[src/sar_adc_consts.svh]
`ifndef SAR_ADC_CONSTS_SVH
`define SAR_ADC_CONSTS_SVH

// register byte offsets
`define OFS_CTRL 8'h00
`define OFS_MUX 8'h04
`define OFS_RESULT 8'h08
`define OFS_WIN_LOW 8'h0C
`define OFS_WIN_HIGH 8'h10
`define OFS_STATUS 8'h14
`define OFS_MASK 8'h18

// control register fields
`define CTRL_EN_BIT 0
`define CTRL_SWSTART_BIT 1
`define CTRL_TRIG_LSB 2
`define CTRL_TRIG_MSB 4
`define CTRL_WINOUT_BIT 5
`define CTRL_GAIN_LSB 6
`define CTRL_GAIN_MSB 7

// mux register fields
`define MUX_POS_LSB 0
`define MUX_POS_MSB 3
`define MUX_NEG_LSB 4
`define MUX_NEG_MSB 7

// status and mask fields
`define ST_DONE_BIT 0
`define ST_WIN_BIT 1
`define ST_BUSY_BIT 2

// reset values
`define CTRL_RESET 8'h40
`define MUX_RESET 8'h00
`define WIN_LOW_RESET 8'h00
`define WIN_HIGH_RESET 8'hFF
`define MASK_RESET 2'h0

// timing
`define PCLK_MHZ 50
`define RATE_KSPS 500
`define CONV_CYCLES ((`PCLK_MHZ * 1000) / `RATE_KSPS)
`define CONV_SLOTS 10
`define TRACK_SLOTS 2
`define SLOT_CYCLES (`CONV_CYCLES / `CONV_SLOTS)

`endif

[src/sar_adc_pkg.sv]
package sar_adc_pkg;

   typedef enum logic [1:0] {
      ST_IDLE,
      ST_TRACK,
      ST_CONVERT
   } conv_state_t;

   typedef enum logic [2:0] {
      TRIG_SOFTWARE,
      TRIG_TIMER0,
      TRIG_TIMER1,
      TRIG_TIMER2,
      TRIG_EXTERNAL
   } trig_sel_t;

   typedef struct packed {
      logic power_on;
      logic track;
      logic [1:0] gain;
      logic [3:0] pos_sel;
      logic [3:0] neg_sel;
      logic [7:0] dac_code;
   } analog_ctrl_t;

endpackage : sar_adc_pkg

[src/slot_divider.sv]
`timescale 1ns/10ps
module slot_divider
   #(parameter int DIV = 10)
   (
   // clock and reset
   input wire logic pclk,
   input wire logic presetn,
   // control
   input wire logic clear,
   // enable pulse
   output logic tick
   );

   logic [7:0] count;

   always_ff @(posedge pclk or negedge presetn)
   begin
      if (!presetn)
         count <= 8'h00;
      else if (clear || count == 8'(DIV - 1))
         count <= 8'h00;
      else
         count <= count + 8'h01;
   end

   assign tick = !clear && count == 8'(DIV - 1);

endmodule : slot_divider

[src/trigger_select.sv]
`timescale 1ns/10ps
module trigger_select
   import sar_adc_pkg::*;
   (
   // clock and reset
   input wire logic pclk,
   input wire logic presetn,
   // sources
   input wire trig_sel_t sel,
   input wire logic sw_start,
   input wire logic [2:0] timer_ovf,
   input wire logic ext_start_pin,
   // request
   output logic start_req
   );

   logic [2:0] ext_sync;
   logic ext_level;
   logic ext_rise;

   // pin crosses into pclk; a level counts once the last two stages agree
   always_ff @(posedge pclk or negedge presetn)
   begin
      if (!presetn)
         ext_sync <= 3'h0;
      else
         ext_sync <= {ext_sync[1:0], ext_start_pin};
   end

   always_ff @(posedge pclk or negedge presetn)
   begin
      if (!presetn)
         ext_level <= 1'b0;
      else if (ext_sync[1] == ext_sync[2])
         ext_level <= ext_sync[2];
   end

   assign ext_rise = ext_sync[1] && ext_sync[2] && !ext_level;

   always_comb
   begin
      case (sel)
         TRIG_SOFTWARE: start_req = sw_start;
         TRIG_TIMER0: start_req = timer_ovf[0];
         TRIG_TIMER1: start_req = timer_ovf[1];
         TRIG_TIMER2: start_req = timer_ovf[2];
         TRIG_EXTERNAL: start_req = ext_rise;
         default: start_req = 1'b0;
      endcase
   end

endmodule : trigger_select

[src/sar_adc_ctrl.sv]
// The implementer's own choices: the placing of the registers and register access over APB.
`timescale 1ns/10ps
`include "sar_adc_consts.svh"
// What this block does
// - start on software, timer 0/1/2 overflow or external pin, as selected
// - on completion set done flag; interrupt only if its mask bit enables it
// - latch each 8-bit result, held until the next conversion completes
// - window flag set only when result is inside, or outside, the limits
// - software picks positive and negative inputs independently
// - software gain field picks one half, one, two or four
// - enable bit shuts the converter down; no conversion starts while off, but one can still complete in the first cycle off
// - conversions run back to back at up to 500 ksps
module sar_adc_ctrl
   import sar_adc_pkg::*;
   (
   // clock and reset
   input wire logic pclk,
   input wire logic presetn,
   // apb slave
   input wire logic psel,
   input wire logic penable,
   input wire logic pwrite,
   input wire logic [7:0] paddr,
   input wire logic [31:0] pwdata,
   output logic [31:0] prdata,
   output logic pready,
   output logic pslverr,
   // triggers
   input wire logic [2:0] timer_ovf,
   input wire logic ext_start_pin,
   // analog macro
   input wire logic cmp_in,
   output analog_ctrl_t ana,
   // interrupt
   output logic irq
   );

   localparam int CONV_LEN = `CONV_CYCLES;

   logic [7:0] ctrl;
   logic [7:0] mux;
   logic [7:0] win_low;
   logic [7:0] win_high;
   logic [7:0] result;
   logic [1:0] status;
   logic [1:0] mask;
   conv_state_t state;
   logic [2:0] bit_idx;
   logic [1:0] track_cnt;
   logic [7:0] trial;
   logic [7:0] decided;
   logic [7:0] conv_len;
   logic tick;
   logic start_req;
   logic start_go;
   logic conv_done;
   logic busy;
   logic in_range;
   logic win_hit;
   logic wr_en;
   logic rd_setup;
   logic addr_ok;
   logic sw_start;
   logic [1:0] clear_w1c;

   assign wr_en = psel && penable && pwrite;
   assign rd_setup = psel && !penable && !pwrite;
   assign addr_ok = paddr == `OFS_CTRL || paddr == `OFS_MUX || paddr == `OFS_RESULT
      || paddr == `OFS_WIN_LOW || paddr == `OFS_WIN_HIGH || paddr == `OFS_STATUS
      || paddr == `OFS_MASK;
   assign pready = 1'b1;
   assign pslverr = psel && penable && !addr_ok;
   assign sw_start = wr_en && paddr == `OFS_CTRL && pwdata[`CTRL_SWSTART_BIT];
   assign clear_w1c = (wr_en && paddr == `OFS_STATUS) ? pwdata[1:0] : 2'h0;
   assign busy = state != ST_IDLE;

   // control; the start bit is a strobe and never stored
   always_ff @(posedge pclk or negedge presetn)
   begin
      if (!presetn)
         ctrl <= `CTRL_RESET;
      else if (wr_en && paddr == `OFS_CTRL)
         ctrl <= pwdata[7:0] & ~(8'h01 << `CTRL_SWSTART_BIT);
   end

   always_ff @(posedge pclk or negedge presetn)
   begin
      if (!presetn)
         mux <= `MUX_RESET;
      else if (wr_en && paddr == `OFS_MUX)
         mux <= pwdata[7:0];
   end

   always_ff @(posedge pclk or negedge presetn)
   begin
      if (!presetn)
      begin
         win_low <= `WIN_LOW_RESET;
         win_high <= `WIN_HIGH_RESET;
      end
      else if (wr_en && paddr == `OFS_WIN_LOW)
         win_low <= pwdata[7:0];
      else if (wr_en && paddr == `OFS_WIN_HIGH)
         win_high <= pwdata[7:0];
   end

   always_ff @(posedge pclk or negedge presetn)
   begin
      if (!presetn)
         mask <= `MASK_RESET;
      else if (wr_en && paddr == `OFS_MASK)
         mask <= pwdata[1:0];
   end

   // read data registered in the setup cycle so pready can stay high
   always_ff @(posedge pclk or negedge presetn)
   begin
      if (!presetn)
         prdata <= 32'h0000_0000;
      else if (rd_setup)
      begin
         if (paddr == `OFS_CTRL)
            prdata <= {24'h00_0000, ctrl};
         else if (paddr == `OFS_MUX)
            prdata <= {24'h00_0000, mux};
         else if (paddr == `OFS_RESULT)
            prdata <= {24'h00_0000, result};
         else if (paddr == `OFS_WIN_LOW)
            prdata <= {24'h00_0000, win_low};
         else if (paddr == `OFS_WIN_HIGH)
            prdata <= {24'h00_0000, win_high};
         else if (paddr == `OFS_STATUS)
            prdata <= {29'h0000_0000, busy, status};
         else if (paddr == `OFS_MASK)
            prdata <= {30'h0000_0000, mask};
         else
            prdata <= 32'h0000_0000;
      end
   end

   trigger_select u_trig (
      .pclk(pclk),
      .presetn(presetn),
      .sel(trig_sel_t'(ctrl[`CTRL_TRIG_MSB:`CTRL_TRIG_LSB])),
      .sw_start(sw_start),
      .timer_ovf(timer_ovf),
      .ext_start_pin(ext_start_pin),
      .start_req(start_req)
   );

   // starts while busy or shut down are dropped, not queued; the completing
   // cycle already takes the next one, so a 100-cycle sample period holds
   assign start_go = start_req && (!busy || conv_done) && ctrl[`CTRL_EN_BIT];

   // held at zero while idle; wraps on its own for a back-to-back start
   slot_divider #(.DIV(`SLOT_CYCLES)) u_div (
      .pclk(pclk),
      .presetn(presetn),
      .clear(!busy),
      .tick(tick)
   );

   assign decided = cmp_in ? trial : (trial & ~(8'h01 << bit_idx));
   assign conv_done = state == ST_CONVERT && tick && bit_idx == 3'h0;

   // sequencer: two track slots then eight bit trials, one slot each
   always_ff @(posedge pclk or negedge presetn)
   begin
      if (!presetn)
      begin
         state <= ST_IDLE;
         bit_idx <= 3'h7;
         track_cnt <= 2'h0;
         trial <= 8'h00;
      end
      else if (!ctrl[`CTRL_EN_BIT])
         state <= ST_IDLE;
      else
      begin
         case (state)
            ST_IDLE:
               if (start_go)
               begin
                  state <= ST_TRACK;
                  track_cnt <= 2'h0;
               end
            ST_TRACK:
               if (tick)
               begin
                  if (track_cnt == 2'(`TRACK_SLOTS - 1))
                  begin
                     state <= ST_CONVERT;
                     bit_idx <= 3'h7;
                     trial <= 8'h80;
                  end
                  else
                     track_cnt <= track_cnt + 2'h1;
               end
            ST_CONVERT:
               if (tick)
               begin
                  if (bit_idx == 3'h0)
                  begin
                     state <= start_go ? ST_TRACK : ST_IDLE;
                     track_cnt <= 2'h0;
                  end
                  else
                  begin
                     trial <= decided | (8'h01 << (bit_idx - 3'h1));
                     bit_idx <= bit_idx - 3'h1;
                  end
               end
            default: state <= ST_IDLE;
         endcase
      end
   end

   always_ff @(posedge pclk or negedge presetn)
   begin
      if (!presetn)
         result <= 8'h00;
      else if (conv_done)
         result <= decided;
   end

   assign in_range = decided >= win_low && decided <= win_high;
   assign win_hit = ctrl[`CTRL_WINOUT_BIT] ? !in_range : in_range;

   // a completion in the same cycle as a clear keeps the flag
   always_ff @(posedge pclk or negedge presetn)
   begin
      if (!presetn)
         status <= 2'h0;
      else
      begin
         status[`ST_DONE_BIT] <= (status[`ST_DONE_BIT] && !clear_w1c[`ST_DONE_BIT]) || conv_done;
         status[`ST_WIN_BIT] <= (status[`ST_WIN_BIT] && !clear_w1c[`ST_WIN_BIT]) || (conv_done && win_hit);
      end
   end

   assign irq = |(status & mask);

   always_comb
   begin
      ana.power_on = ctrl[`CTRL_EN_BIT];
      ana.track = state == ST_TRACK;
      ana.gain = ctrl[`CTRL_GAIN_MSB:`CTRL_GAIN_LSB];
      ana.pos_sel = mux[`MUX_POS_MSB:`MUX_POS_LSB];
      ana.neg_sel = mux[`MUX_NEG_MSB:`MUX_NEG_LSB];
      ana.dac_code = (state == ST_CONVERT) ? trial : 8'h00;
   end

   // helper: cycles since the accepted start
   always_ff @(posedge pclk or negedge presetn)
   begin
      if (!presetn)
         conv_len <= 8'h00;
      else if (start_go)
         conv_len <= 8'h00;
      else if (busy)
         conv_len <= conv_len + 8'h01;
   end

   AST_START_TRACK: assert property (@(posedge pclk) disable iff (!presetn)
      start_go |=> state == ST_TRACK)
      else $error("accepted trigger did not start tracking");

   AST_DONE_FLAG: assert property (@(posedge pclk) disable iff (!presetn)
      conv_done |=> status[`ST_DONE_BIT] && (irq == (mask[`ST_DONE_BIT] || (status[`ST_WIN_BIT] && mask[`ST_WIN_BIT]))))
      else $error("done flag or its interrupt wrong after completion");

   AST_RESULT_HOLD: assert property (@(posedge pclk) disable iff (!presetn)
      !conv_done |=> $stable(result))
      else $error("result changed without a completion");

   AST_WIN_FLAG: assert property (@(posedge pclk) disable iff (!presetn)
      !status[`ST_WIN_BIT] && !(conv_done && win_hit) |=> !status[`ST_WIN_BIT])
      else $error("window flag set without a window hit");

   AST_MUX_SEL: assert property (@(posedge pclk) disable iff (!presetn)
      wr_en && paddr == `OFS_MUX |=> ana.pos_sel == $past(pwdata[3:0]) && ana.neg_sel == $past(pwdata[7:4]))
      else $error("input selects do not follow the written value");

   AST_GAIN_SEL: assert property (@(posedge pclk) disable iff (!presetn)
      wr_en && paddr == `OFS_CTRL |=> ana.gain == $past(pwdata[7:6]))
      else $error("gain does not follow the written value");

   AST_SHUTDOWN: assert property (@(posedge pclk) disable iff (!presetn)
      !ctrl[`CTRL_EN_BIT] |=> !busy ##1 !conv_done)
      else $error("converter active while shut down");

   AST_CONV_LEN: assert property (@(posedge pclk) disable iff (!presetn)
      conv_done |-> conv_len == 8'(CONV_LEN - 1))
      else $error("conversion length differs from the sample period");

   AST_IGNORE_BUSY: assert property (@(posedge pclk) disable iff (!presetn)
      busy && start_req && !conv_done && ctrl[`CTRL_EN_BIT] |=> conv_len == $past(conv_len) + 8'h01)
      else $error("trigger restarted a running conversion");

   AST_DONE_STICKY: assert property (@(posedge pclk) disable iff (!presetn)
      status[`ST_DONE_BIT] && !clear_w1c[`ST_DONE_BIT] |=> status[`ST_DONE_BIT])
      else $error("done flag dropped without a software clear");

endmodule : sar_adc_ctrl

[config.mk]
export PLATFORM = sky130hd
export DESIGN_NAME = sar_adc_ctrl
export DESIGN_NICKNAME = d
export VERILOG_FILES = /design/src/sar_adc_pkg.sv /design/src/slot_divider.sv /design/src/trigger_select.sv /design/src/sar_adc_ctrl.sv
export VERILOG_INCLUDE_DIRS = /design/src
export SDC_FILE = /design/constraint.sdc
export NUM_CORES = 1
export LEC_CHECK = 0
export ABC_AREA = 0
export BUFFER_PORTS_ARGS = -buffer_cell sky130_fd_sc_hd__buf_2
export CAP_MARGIN = 20
export CORE_UTILIZATION = 49
export CTS_CLUSTER_SIZE = 12
export DETAILED_ROUTE_END_ITERATION = 12
export GPL_TIMING_DRIVEN = 0
export PLACE_DENSITY = 0.77
export RECOVER_POWER = 50
export SYNTH_ARGS = -nofsm -noshare
export SYNTH_HDL_FRONTEND = slang
export SYNTH_SLANG_ARGS = --single-unit
[constraint.sdc]
create_clock -name pclk -period 2.68 [get_ports pclk]
set_input_delay 0.536 -clock pclk [delete_from_list [all_inputs] [get_ports pclk]]
set_output_delay 0.536 -clock pclk [all_outputs]
set_load 0.01 [all_outputs]
# Yosys cells after proc, flatten, opt, wreduce, memory -nomap -nowiden
# Index checks and enable logic that the tools add are counted.
totals:
  regBits: 102
classes:
  mux: 37
  eq_ne: 27
  addsub: 3
  reduce_logical: 53
  shifts: 2
  n_lt_le_gt_ge: 2
  bitwise: 5
op_table:
  columns: ["op", "n"]
  rows:
  - ["two-way mux 8 bit", 11]
  - ["two-way mux 32 bit", 1]
  - ["two-way mux 2 bit", 13]
  - ["== test 8 x 4 -> 1 bit, second input constant", 3]
  - ["== test 8 x 5 -> 1 bit, second input constant", 3]
  - ["logical AND 1 bit", 23]
  - ["one-hot mux 8 bit (2 select lines)", 1]
  - ["left shift 1 x 3 -> 8 bit, first input constant", 2]
  - ["two-way mux 3 bit", 5]
  - ["one-hot mux 2 bit (3 select lines)", 2]
  - ["logical OR 1 bit", 10]
  - ["inequality test 2 bit, second input constant", 5]
  - ["inequality test 3 bit, second input constant", 3]
  - ["adder 8 x 1 -> 8 bit, second input constant", 1]
  - ["bitwise AND 8 bit", 1]
  - ["== test 8 x 3 -> 1 bit, second input constant", 1]
  - [">= comparator 8 bit", 1]
  - ["<= comparator 8 bit", 1]
  - ["zero test 1 bit", 8]
  - ["zero test 8 bit", 1]
  - ["inverter 8 bit", 1]
  - ["OR 8 bit", 1]
  - ["AND reduction 7 bit", 1]
  - ["== test 3 x 2 -> 1 bit, second input constant", 2]
  - ["22 further kinds", 28]

# Depth between registers and ports, before layout
# Gate-level depths: netlist of run 1.
logic_depth:
  depth_word: 12
  ltp_mapped: 11

# Cells and area by module
# Synthesis of run 1 repeated with hierarchy kept, for this count alone.
unflattened:
  cells_unflattened: 460
  area_unflattened_um2: 4642.0
modules_own_cells:
  columns: ["module", "area_each_um2", "cells_each", "instances"]
  rows:
  - ["sar_adc_ctrl", 4072.7, 411, 1]
  - ["slot_divider", 402.9, 40, 1]
  - ["trigger_select", 166.4, 9, 1]

# Worst setup path after synthesis of run 1
# OpenSTA, ideal clock, no wires.
synth_path:
  kind: "input-to-reg"
  from: "input port paddr[5]"
  to: "register track_cnt[0]"
  setup_time_ps: 128
  arrival_ps: 2387
  path_buffers: 0
  setup_slack_ps: 166
  cell_stages: 6
  t_required_ps: 2552
  cell_sequence: "or3_1 -> nor4_4 -> and3b_1 -> o211ai_1 -> a211oi_2 -> mux2_1"
synth_via:
  elab_chain_cells: 8
synth_lines:
  columns: ["item", "line_no", "text"]
  rows:
  - ["start: declaration", "sar_adc_ctrl.sv:23", "input wire logic [7:0] paddr,"]
  - ["zero test 8 bit (no line)", null, null]
  - ["logical AND 1 bit (no line)", null, null]
  - ["logical AND 1 bit", "sar_adc_ctrl.sv:73", "assign sw_start = wr_en && paddr == `OFS_CTRL && pwdata[`CTRL_SWSTART_BIT];"]
  - ["one-hot mux 1 bit (5 select lines)", "trigger_select.sv:42", "case (sel)"]
  - ["logical AND 1 bit (2 in a row)", "sar_adc_ctrl.sv:153", "assign start_go = start_req && (!busy || conv_done) && ctrl[`CTRL_EN_BIT];"]
  - ["inequality test 2 bit (no line)", null, null]
  - ["AND reduction 7 bit (no line)", null, null]
  - ["end signal: assignment", "sar_adc_ctrl.sv:197", "track_cnt <= track_cnt + 2'h1;"]
  - ["end: declaration", "sar_adc_ctrl.sv:49", "logic [1:0] track_cnt;"]
# No other way between the ends.
# A chain may end at the register's enable or synchronous reset.

# Final worst setup path of run 1
layout_path:
  from: "register bit_idx[1]"
  to: "register status[1]"
layout_via:
  elab_chain_cells: 10
  word_cells_on_any_way: 13
  cone_classes: "order compare: 2; shift: 1; mux: 2; bitwise: 2; reduce/logical: 6"
layout_lines:
  columns: ["item", "line_no", "text"]
  rows:
  - ["start: declaration", "sar_adc_ctrl.sv:48", "logic [2:0] bit_idx;"]
  - ["start signal: assignment", "sar_adc_ctrl.sv:210", "bit_idx <= bit_idx - 3'h1;"]
  - ["left shift 1 x 3 -> 8 bit *", "sar_adc_ctrl.sv:163", "assign decided = cmp_in ? trial : (trial & ~(8'h01 << bit_idx));"]
  - ["inverter 8 bit *", "sar_adc_ctrl.sv:163", null]
  - ["bitwise AND 8 bit *", "sar_adc_ctrl.sv:163", null]
  - ["two-way mux 8 bit *", "sar_adc_ctrl.sv:163", null]
  - ["named net decided[5]", "sar_adc_ctrl.sv:51", "logic [7:0] decided;"]
  - [">= comparator 8 bit or <= comparator 8 bit (tied branches)", "sar_adc_ctrl.sv:226", "assign in_range = decided >= win_low && decided <= win_high;"]
  - ["logical AND 1 bit *", "sar_adc_ctrl.sv:226", null]
  - ["zero test 1 bit", "sar_adc_ctrl.sv:227", "assign win_hit = ctrl[`CTRL_WINOUT_BIT] ? !in_range : in_range;"]
  - ["two-way mux 1 bit *", "sar_adc_ctrl.sv:227", null]
  - ["logical AND 1 bit *", "sar_adc_ctrl.sv:237", "status[`ST_WIN_BIT] <= (status[`ST_WIN_BIT] && !clear_w1c[`ST_WIN_BIT]) || (conv_done && win_hit);"]
  - ["logical OR 1 bit *", "sar_adc_ctrl.sv:237", null]
  - ["end signal: indexed assignment", "sar_adc_ctrl.sv:236", "status[`ST_DONE_BIT] <= (status[`ST_DONE_BIT] && !clear_w1c[`ST_DONE_BIT]) || conv_done;"]
  - ["end signal: indexed assignment", "sar_adc_ctrl.sv:237", null]
  - ["end: declaration", "sar_adc_ctrl.sv:45", "logic [1:0] status;"]
# Mark *: on every way through the listed nets, which the timed path passes. The rest lies on a longest branch.

==> impl_metrics.ini, run 1 <==
[timing]
setup_viol = 0
fin_skew_ns = 0.01666
finalHoldViolCount = 0
setup_ws_ns = 0.07915
timing.final.crit_period_ns = 2.601
max_freq_mhz = 384.5
slew_viol_final = 32
relSlewSlack = -0.08022
tightest_slew_ns = 1.620
fin_crit_sh = 0.9705

[place]
gp_congestion = 0.9009
io_buffers = 54
dp_slack_ns = -0.4393
dpl_cell_area_mm2 = 0.005176
dpl.hpwl_um = 8297
place_inst = 660

[setup_path]
crit_top_cell = ha_1
critPathSlowestCell = dfstp_2
startpoint_type = register
crit_type = register to register
critPathMaxStageDelay_ns = 0.57
crit_buf_inv = 1
crit_family = compound AO/OA/AOI/OAI gates
end_kind = register
cp.arrival_ns = 2.82
worstPathMaxFanout = 5
path_cells = inv_1 > ha_1 > a21boi_2 > ha_1 > a2111oi_1 > o21a_1 > a211oi_2 > xnor2_1 > o21ai_0
r2r_slack_ns = 0.08
worst_ep_required_time_ns = 2.89

[detailed_routing]
vias_per_cell = 5.480
drt_iter0_markers = 127
wl_um = 11140
postRouteAntennaNets = 0
drt_first_pass_iters = 9
wl_per_cell_um = 16.45
vias = 3710
drc = 2

[yosys]
yosysWarnings = 0
synth.most_common_cell = dfrtp_1
yosysUniqueCellTypes = 54
synth_cells = 471
synth_top_cell_by_area = dfrtp_1
syn_area_per_cell_um2 = 9.874
netlist.area_leader.share = 0.3551
synthesis.area_mm2 = 0.004651
synth_top_cells_by_count = dfrtp_1 (66), nand2_1 (41), mux2_2 (34)
synth_seq_area_share = 0.4229
ys_seq_elements = 78
synth_area_leaders = dfrtp_1 (36%), ha_1 (8.3%), mux2_2 (8.2%)
async_flop_share = 1.000
synth-edff-count = 0
ys.flop_type = dfrtp_1

[clock_network]
cts_tree = built
path_clk_slew_ns = 0.08
cts_buffer_depth = 2
h-tree-depth = 3
clkSinkCount = 78
worstSkewPairLatency_ns = 0.37
cts_buffers = 9
ctsHoldBuffers = 0
cts-root-buf = clkbuf_8

[grt]
grt_pass1_vias = 3683
grt-ovfl-total = 0
grt_use_total = 0.2391
grt_pass1_wl_um = 18230
grt_max_degree = 49
antenna_found_initial = 0

[finish]
area_delta_synth_final_pct = 17.25
drive_above_1_share = 0.2862
fin_area_mm2 = 0.005453
utilization = 0.5929
instances_no_fill = 677
fin_nets = 642
n_antenna_cell = 0

[job]
max_cap_viol_count = 1

[power_and_ir_drop]
power_density_mw_per_mm2 = 451.0
p_total_mw = 2.459
leakage_nw = 2.669
peakVddDrop_mv = 0.2653

[die]
die-area_mm2 = 0.009885
die_h_um = 99.43
core_mm2 = 0.009196
rows = 35
io_pins = 105
start_util = 0.5057
die_x_um = 99.43

[status]
status = finished with violations
violations = design-rule violations, max-capacitance violations, max-slew violations

[worst_hold_path]
worstHoldPathType = primary input to register
-- worst paths after layout --
path | endpoint | depth (start not counted) | start
worst max-delay path | status[1] | 9 | bit_idx[1]
worst max register to register | status[1] | 9 | bit_idx[1]
max in group asynchronous | mask[1] | 2 | presetn
worst min-delay path | u_trig.ext_sync[0] | 1 | ext_start_pin
worst min register to register | u_trig.ext_sync[1] | 0 | u_trig.ext_sync[0]
min in group asynchronous | u_div.count[3] | 1 | presetn
-- sequential cells by signal (all words and copies together) (netlist names), 7 cells and up --
signal       cells
mux              8
prdata           8
result           8
trial            8
u_div.count      8
win_high         8
win_low          8
ctrl             7
-- repair_timing --
action	CTS	global route
pin swaps	1	2
setup endpoints to repair	1	1
setup buffers	1	1
gates resized for setup	12	13
endpoints found under the hold margin	0	0
-- metrics by stage --
stage               setup TNS [ns]  hold WS, ns
finish                           0       0.2969
global route              -0.03053       0.3021
CTS                              0       0.1028
detailed placement          -1.209       0.3419
global placement           -0.6218       0.3415
floorplan                        0       0.2404
-- power breakdown --
group          total (mW)  leakage [nW]  internal (mW)  switching [mW]
Clock               0.995         0.107          0.550           0.445
Combinational       0.234          1.62         0.0943           0.140
Sequential           1.23         0.937           1.21          0.0184
Total                2.46          2.67           1.86           0.604
-- cell families (layout without fill, tap and decap cells) --
group	Yosys count	in the layout	synth area share
simple gates	132	132	0.1488
compound gates	102	102	0.1429
flops	78	78	0.4229
buf+inv	76	148	0.08582
mux	41	41	0.09766
fa+ha+maj	31	31	0.08340
xor+xnor	9	9	0.01695
other cells	2	25	0.001615
-- cell usage in the layout, fill, tap and decap left out, types with 4 or more instances in the layout --
master	count
a21o_1	4
a21oi_1	23
a221oi_1	6
a22o_1	4
a22oi_1	8
and2_1	11
and3_1	7
buf_2	51
buf_4	30
clkbuf_1	21
clkbuf_8	10
conb_1	25
dfrtp_1	66
dfstp_2	12
ha_1	29
inv_1	28
mux2_2	34
mux2i_1	6
nand2_1	41
nand2b_1	7
nand3_1	11
nor2_1	22
nor2b_1	6
nor3_1	6
o21ai_0	27
xnor2_1	5
xor2_1	4
-- metal layers --
metal,vias up,share of wire,GRT usage
met5,-,0,0
met1,1786,0.44,0.3055
met3,16,0.059,0.04638
li1,1779,-,-
met2,129,0.49,0.4028
met4,0,0.018,0.09163
-- worst reg2reg max path, cell delays in order, from the launching register on --
cell	delay, ns
dfstp_2	0.57
inv_1	0.11
ha_1	0.29
a21boi_2	0.30
ha_1	0.31
a2111oi_1	0.35
o21a_1	0.22
a211oi_2	0.06
xnor2_1	0.16
o21ai_0	0.09
-- final cells by class --
type                       instances  area, um^2
buffer                            46       286.5
clock buffer                      12       145.1
clock inverter                     4       72.57
fill                             808        3744
inverter                          29       108.9
multi-input combinational        340        2445
sequential                        78        1967
tap                              111       138.9
timing repair buffer              57       289.0
(Power assumes the default switching activity.)
==> inputs of run 2 (changes only) <==
--- a/config.mk
+++ b/config.mk
@@ -9,11 +9,11 @@
 export ABC_AREA = 0
 export BUFFER_PORTS_ARGS = -buffer_cell sky130_fd_sc_hd__buf_2
 export CAP_MARGIN = 20
-export CORE_UTILIZATION = 49
+export CORE_UTILIZATION = 50
 export CTS_CLUSTER_SIZE = 12
 export DETAILED_ROUTE_END_ITERATION = 12
 export GPL_TIMING_DRIVEN = 0
-export PLACE_DENSITY = 0.77
+export PLACE_DENSITY = 0.76
 export RECOVER_POWER = 50
 export SYNTH_ARGS = -nofsm -noshare
 export SYNTH_HDL_FRONTEND = slang
==> constraint.sdc (replaced) <==
create_clock -name pclk -period 3.1 [get_ports pclk]
set_input_delay 0.62 -clock pclk [delete_from_list [all_inputs] [get_ports pclk]]
set_output_delay 0.62 -clock pclk [all_outputs]
set_load 0.01 [all_outputs]
==> impl_metrics.ini, run 2 (synthesis results as in run 1) <==
[detailed_routing]
postRouteAntennaNets = 0
drt_first_pass_iters = 11
wl_per_cell_um = 16.35
drc = 10
vias = 3740
drt_iter0_markers = 270
wl_um = 11000
vias_per_cell = 5.557

[setup_path]
cp.arrival_ns = 3.15
end_kind = register
startpoint_type = register
worstPathMaxFanout = 5
worst_ep_required_time_ns = 3.32
path_cells = inv_1 > ha_1 > a21boi_1 > ha_1 > a21o_1 > a2111oi_0 > o21a_1 > a211oi_2 > xnor2_1 > o21ai_0
crit_type = register to register
critPathSlowestCell = dfstp_2
crit_top_cell = ha_1
critPathMaxStageDelay_ns = 0.57

[timing]
fin_skew_ns = 0.01324
tightest_slew_ns = 1.945
rsz0062_at_grt = false
max_freq_mhz = 342.4
setup_tns_ns = 0
slew_viol_final = 35
setup_ws_ns = 0.1793
timing.final.crit_period_ns = 2.921
finalHoldViolCount = 0
setup_viol = 0
relSlewSlack = -0.2964
fin_crit_sh = 0.9421

[die]
io_pins = 105
die_h_um = 98.45
die-area_mm2 = 0.009691
start_util = 0.5256
core_mm2 = 0.008848
rows = 34
die_x_um = 98.45

[place]
io_buffers = 54
gp_congestion = 0.9342
place_inst = 657
dpl.hpwl_um = 8306
dp_slack_ns = 0.01864

[finish]
instances_no_fill = 673
area_delta_synth_final_pct = 16.22
layout_commonest_cell = dfrtp_1
utilization = 0.6109
final_cell_mix = dfrtp_1 (66), buf_2 (50), nand2_1 (41)
n_antenna_cell = 0
num-fill-cells = 752
fin_nets = 641
drive_above_1_share = 0.2655

[status]
status = finished with violations
violations = design-rule violations, max-capacitance violations, max-slew violations

[clock_network]
cts_resized = 0
clkSinkCount = 78
cts_buffers = 9
worstSkewPairLatency_ns = 0.36
cts_buffer_depth = 2
cts_setup_buffers = 0
cts-root-buf = clkbuf_8
ctsHoldBuffers = 0
cts_tree = built
path_clk_slew_ns = 0.08
h-tree-depth = 3

[grt]
grt_pass1_wl_um = 18170
grt-ovfl-total = 0
grt_use_total = 0.2409
antenna_found_initial = 0
grt_max_degree = 45
grt_pass1_vias = 3711

[power_and_ir_drop]
power_density_mw_per_mm2 = 406.9
leakage_nw = 2.651
peakVddDrop_mv = 0.1907

[worst_hold_path]
worstHoldPathType = register to register

[job]
max_cap_viol_count = 1
==> run 2: cell count changes in the layout (fill, tap and decap cells not counted), sizes merged <==
| cell | previous run | this run |
|---|---|---|
| buf | 82 | 80 |
| bufinv | 2 | 3 |
| clkinvlp | 1 | 0 |
| clkbuf | 33 | 34 |
==> run 2: area by class of cell <==
type / count / area, um^2 / area share
buffer: 47 / 290.3 / 0.05370
clock buffer: 12 / 145.1 / 0.02685
clock inverter: 4 / 95.09 / 0.01759
inverter: 29 / 108.9 / 0.02014
multi-input combinational: 340 / 2379 / 0.4400
sequential: 78 / 1967 / 0.3639
tap: 108 / 135.1 / 0.02500
timing repair buffer: 55 / 285.3 / 0.05278
==> run 2: where the power goes <==
group / internal, mW / switching [mW] / total [mW]
Combinational: 0.0822 / 0.120 / 0.203
Sequential: 1.05 / 0.0162 / 1.06
Clock: 0.557 / 0.376 / 0.933
Total: 1.69 / 0.513 / 2.20
==> run 2: path summary, 6_finish.rpt <==
check / from / slack [ns] / end / cells past startpoint
max: bit_idx[0] / 0.18 / status[1] / 10
min: u_trig.ext_sync[0] / 0.37 / u_trig.ext_sync[1] / 0
max reg2reg: bit_idx[0] / 0.18 / status[1] / 10
min reg2reg: u_trig.ext_sync[0] / 0.37 / u_trig.ext_sync[1] / 0
max in group asynchronous: presetn / 1.18 / u_div.count[2] / 1
min in group asynchronous: presetn / 0.79 / win_low[5] / 1
==> run 2: worst max-delay path, delay by kind of cell (launching register included) <==
family          cells  cell delay [ns]
compound gates      6             1.38
flops               1             0.57
buf+inv             1             0.09
xor+xnor            1             0.14
fa+ha+maj           2             0.61
==> run 2: routing by layer <==
metal / vias up / wire [um] / part of all wire / track usage
met2: 123 / 5368 / 0.49 / 0.4074
met1: 1819 / 4835 / 0.44 / 0.3131
met3: 18 / 601 / 0.055 / 0.04539
met5: - / 0 / 0 / 0
li1: 1780 / - / - / -
met4: 0 / 198 / 0.018 / 0.08037
==> run 2: metrics by stage <==
stage / cell area (um^2) / power (mW) / hold slack, ns
5_1_grt: 5405 / 2.275 / 0.3767
3_3_place_gp: 5142 / 1.275 / 0.3416
6_report: 5405 / 2.199 / 0.3690
2_1_floorplan: 4737 / 1.194 / 0.3244
3_5_place_dp: 5165 / 1.286 / 0.3511
4_1_cts: 5405 / 2.209 / 0.2278
==> inputs of run 3 (changes only) <==
--- a/config.mk
+++ b/config.mk
@@ -17,4 +17,5 @@
 export RECOVER_POWER = 50
 export SYNTH_ARGS = -nofsm -noshare
 export SYNTH_HDL_FRONTEND = slang
+export SYNTH_HIERARCHICAL = 1
 export SYNTH_SLANG_ARGS = --single-unit
==> impl_metrics.ini, run 3 <==
[status]
status = finished with violations
violations = design-rule violations, max-capacitance violations, max-slew violations

[finish]
num-fill-cells = 721
drive_above_1_share = 0.2996
utilization = 0.6113
fin_area_mm2 = 0.005409
fin_nets = 629
instances_no_fill = 662
n_antenna_cell = 0
final_cell_mix = dfrtp_1 (66), buf_2 (55), nand2_1 (39)
area_delta_synth_final_pct = 16.52
layout_commonest_cell = dfrtp_1

[yosys]
synth_seq_area_share = 0.4237
synthesis.area_mm2 = 0.004642
synth_area_leaders = dfrtp_1 (36%), mux2_2 (8.2%), ha_1 (8.1%)
yosysUniqueCellTypes = 63
syn_area_per_cell_um2 = 10.09
async_flop_share = 1.000
synth_cells = 460
synth_top_cells_by_count = dfrtp_1 (66), nand2_1 (40), mux2_2 (34)
ys.flop_type = dfrtp_1
ys_seq_elements = 78
yosysWarnings = 6
synth.most_common_cell = dfrtp_1
netlist.area_leader.share = 0.3558
synth_top_cell_by_area = dfrtp_1
synth-edff-count = 0

[timing]
max_freq_mhz = 338.3
timing.final.crit_period_ns = 2.956
whs_ns = 0.3454
setup_viol = 0
finalHoldViolCount = 0
tightest_slew_ns = 1.536
fin_skew_ns = 0.008443
fin_crit_sh = 0.9536
setup_tns_ns = 0
relSlewSlack = -0.02370
slew_viol_final = 64
rsz0062_at_grt = false
setup_ws_ns = 0.1437

[power_and_ir_drop]
clkPwrFrac = 0.431
p_seq_frac = 0.484
swShare = 0.2270
peakVddDrop_mv = 0.2647
power_switching_uw = 490.4
power_density_mw_per_mm2 = 399.4
p_total_mw = 2.160
comb_power_share = 0.085
leakage_nw = 2.655
power.internal_mw = 1.670

[detailed_routing]
drt_iter0_markers = 208
vias = 3611
drc = 2
vias_per_cell = 5.455
wl_per_cell_um = 15.61
drt_first_pass_iters = 12
wl_um = 10330
postRouteAntennaNets = 0

[clock_network]
cts_setup_buffers = 0
h-tree-depth = 3
clkSinkCount = 78
cts-root-buf = clkbuf_8
cts_buffers = 9
cts_tree = built
worstSkewPairLatency_ns = 0.35
cts_buffer_depth = 2
path_clk_slew_ns = 0.08

[setup_path]
end_kind = register
cp.arrival_ns = 3.23
startpoint_type = primary input
worstPathMaxFanout = 8
crit_type = primary input to register
path_cells = buf_2 > or4_4 > nor3_4 > and2_1 > buf_6 > nand2_4 > nor2_2 > mux4_2 > mux2_2 > a2bb2oi_4 > nand2_2 > or3_1 > a21boi_0
critPathMaxStageDelay_ns = 0.57
worst_ep_required_time_ns = 3.37
critPathSlowestCell = or4_4

[grt]
antenna_found_initial = 0
grt_pass1_vias = 3469
grt_use_total = 0.2233
grt-ovfl-total = 0
grt_max_degree = 64
grt_pass1_wl_um = 16840

[place]
dp_slack_ns = -0.4003
dpl_cell_area_mm2 = 0.005164
dpl.hpwl_um = 7854
io_buffers = 54
place_inst = 646
gp_congestion = 0.9307

[die]
io_pins = 105
core_mm2 = 0.008848
die_h_um = 98.36
start_util = 0.5246
rows = 34
die-area_mm2 = 0.009674
die_x_um = 98.36

[worst_hold_path]
worstHoldPathType = primary input to async pin

[job]
max_cap_viol_count = 1
[run 3: per-layer routing]
layer,vias to the layer above,GRT usage,part of all wire
li1,1749,-,-
met1,1730,0.2932,0.45
met2,111,0.3640,0.47
met3,21,0.04510,0.054
met4,0,0.08840,0.021
met5,-,0,0
[run 3: critical path: cells and delay by family]
family                 cells  cell delay [ns]
AO/OA/AOI/OAI              2             0.32
buffers and inverters      2             0.22
multiplexers               2             0.43
AND/OR/NAND/NOR            7             1.62
[run 3: timing repair]
| action | in CTS | in global routing |
|---|---|---|
| gates resized for setup | 1 | 6 |
| endpoints found under the setup margin | 1 | 2 |
| cloned | 0 | 0 |
| pin swaps | 0 | 1 |
| hold buffers | 0 | 0 |
[run 3: final timing paths]
kind	slack, ns	depth (start not counted)	startpoint	to
worst max-delay path	0.14	13	paddr[0]	state[0]
worst min-delay path	0.35	1	presetn	trial[5]
worst max register to register	0.24	9	bit_idx[1]	status[1]
worst min register to register	0.35	0	u_trig/ext_sync[0]	u_trig/ext_sync[1]
max in group asynchronous	0.76	2	presetn	prdata[4]
min in group pclk	0.35	0	u_trig/ext_sync[0]	u_trig/ext_sync[1]
[run 3: cells by family (layout without fill, tap and decap cells)]
| group | after synthesis | in the layout | share of synthesized area |
|---|---|---|---|
| flops | 78 | 78 | 0.4237 |
| compound gates | 96 | 96 | 0.1259 |
| buf+inv | 73 | 144 | 0.08544 |
| other cells | 2 | 25 | 0.001618 |
| fa+ha+maj | 30 | 30 | 0.08086 |
| xor+xnor | 5 | 5 | 0.009436 |
| simple gates | 132 | 132 | 0.1598 |
| mux | 44 | 44 | 0.1132 |
[run 3: final cells by class]
| class | count | area, um^2 | share of cell area |
|---|---|---|---|
| plain buffers | 43 | 284.0 | 0.05251 |
| inverters | 30 | 112.6 | 0.02082 |
| clock inverters | 5 | 106.4 | 0.01966 |
| flip-flops and latches | 78 | 1967 | 0.3636 |
| multi-input cells | 332 | 2392 | 0.4423 |
| well taps | 108 | 135.1 | 0.02498 |
| clock buffers | 11 | 141.4 | 0.02614 |
| repair buffers | 55 | 270.3 | 0.04997 |
[run 3: power by group through the flow]
stage | clock network, mW | registers (mW) | logic, mW
floorplan | 0 | 1.07 | 0.108
global placement | 0 | 1.07 | 0.177
detailed placement | 0 | 1.07 | 0.185
CTS | 0.948 | 1.05 | 0.186
global route | 0.988 | 1.05 | 0.201
finish | 0.930 | 1.05 | 0.184
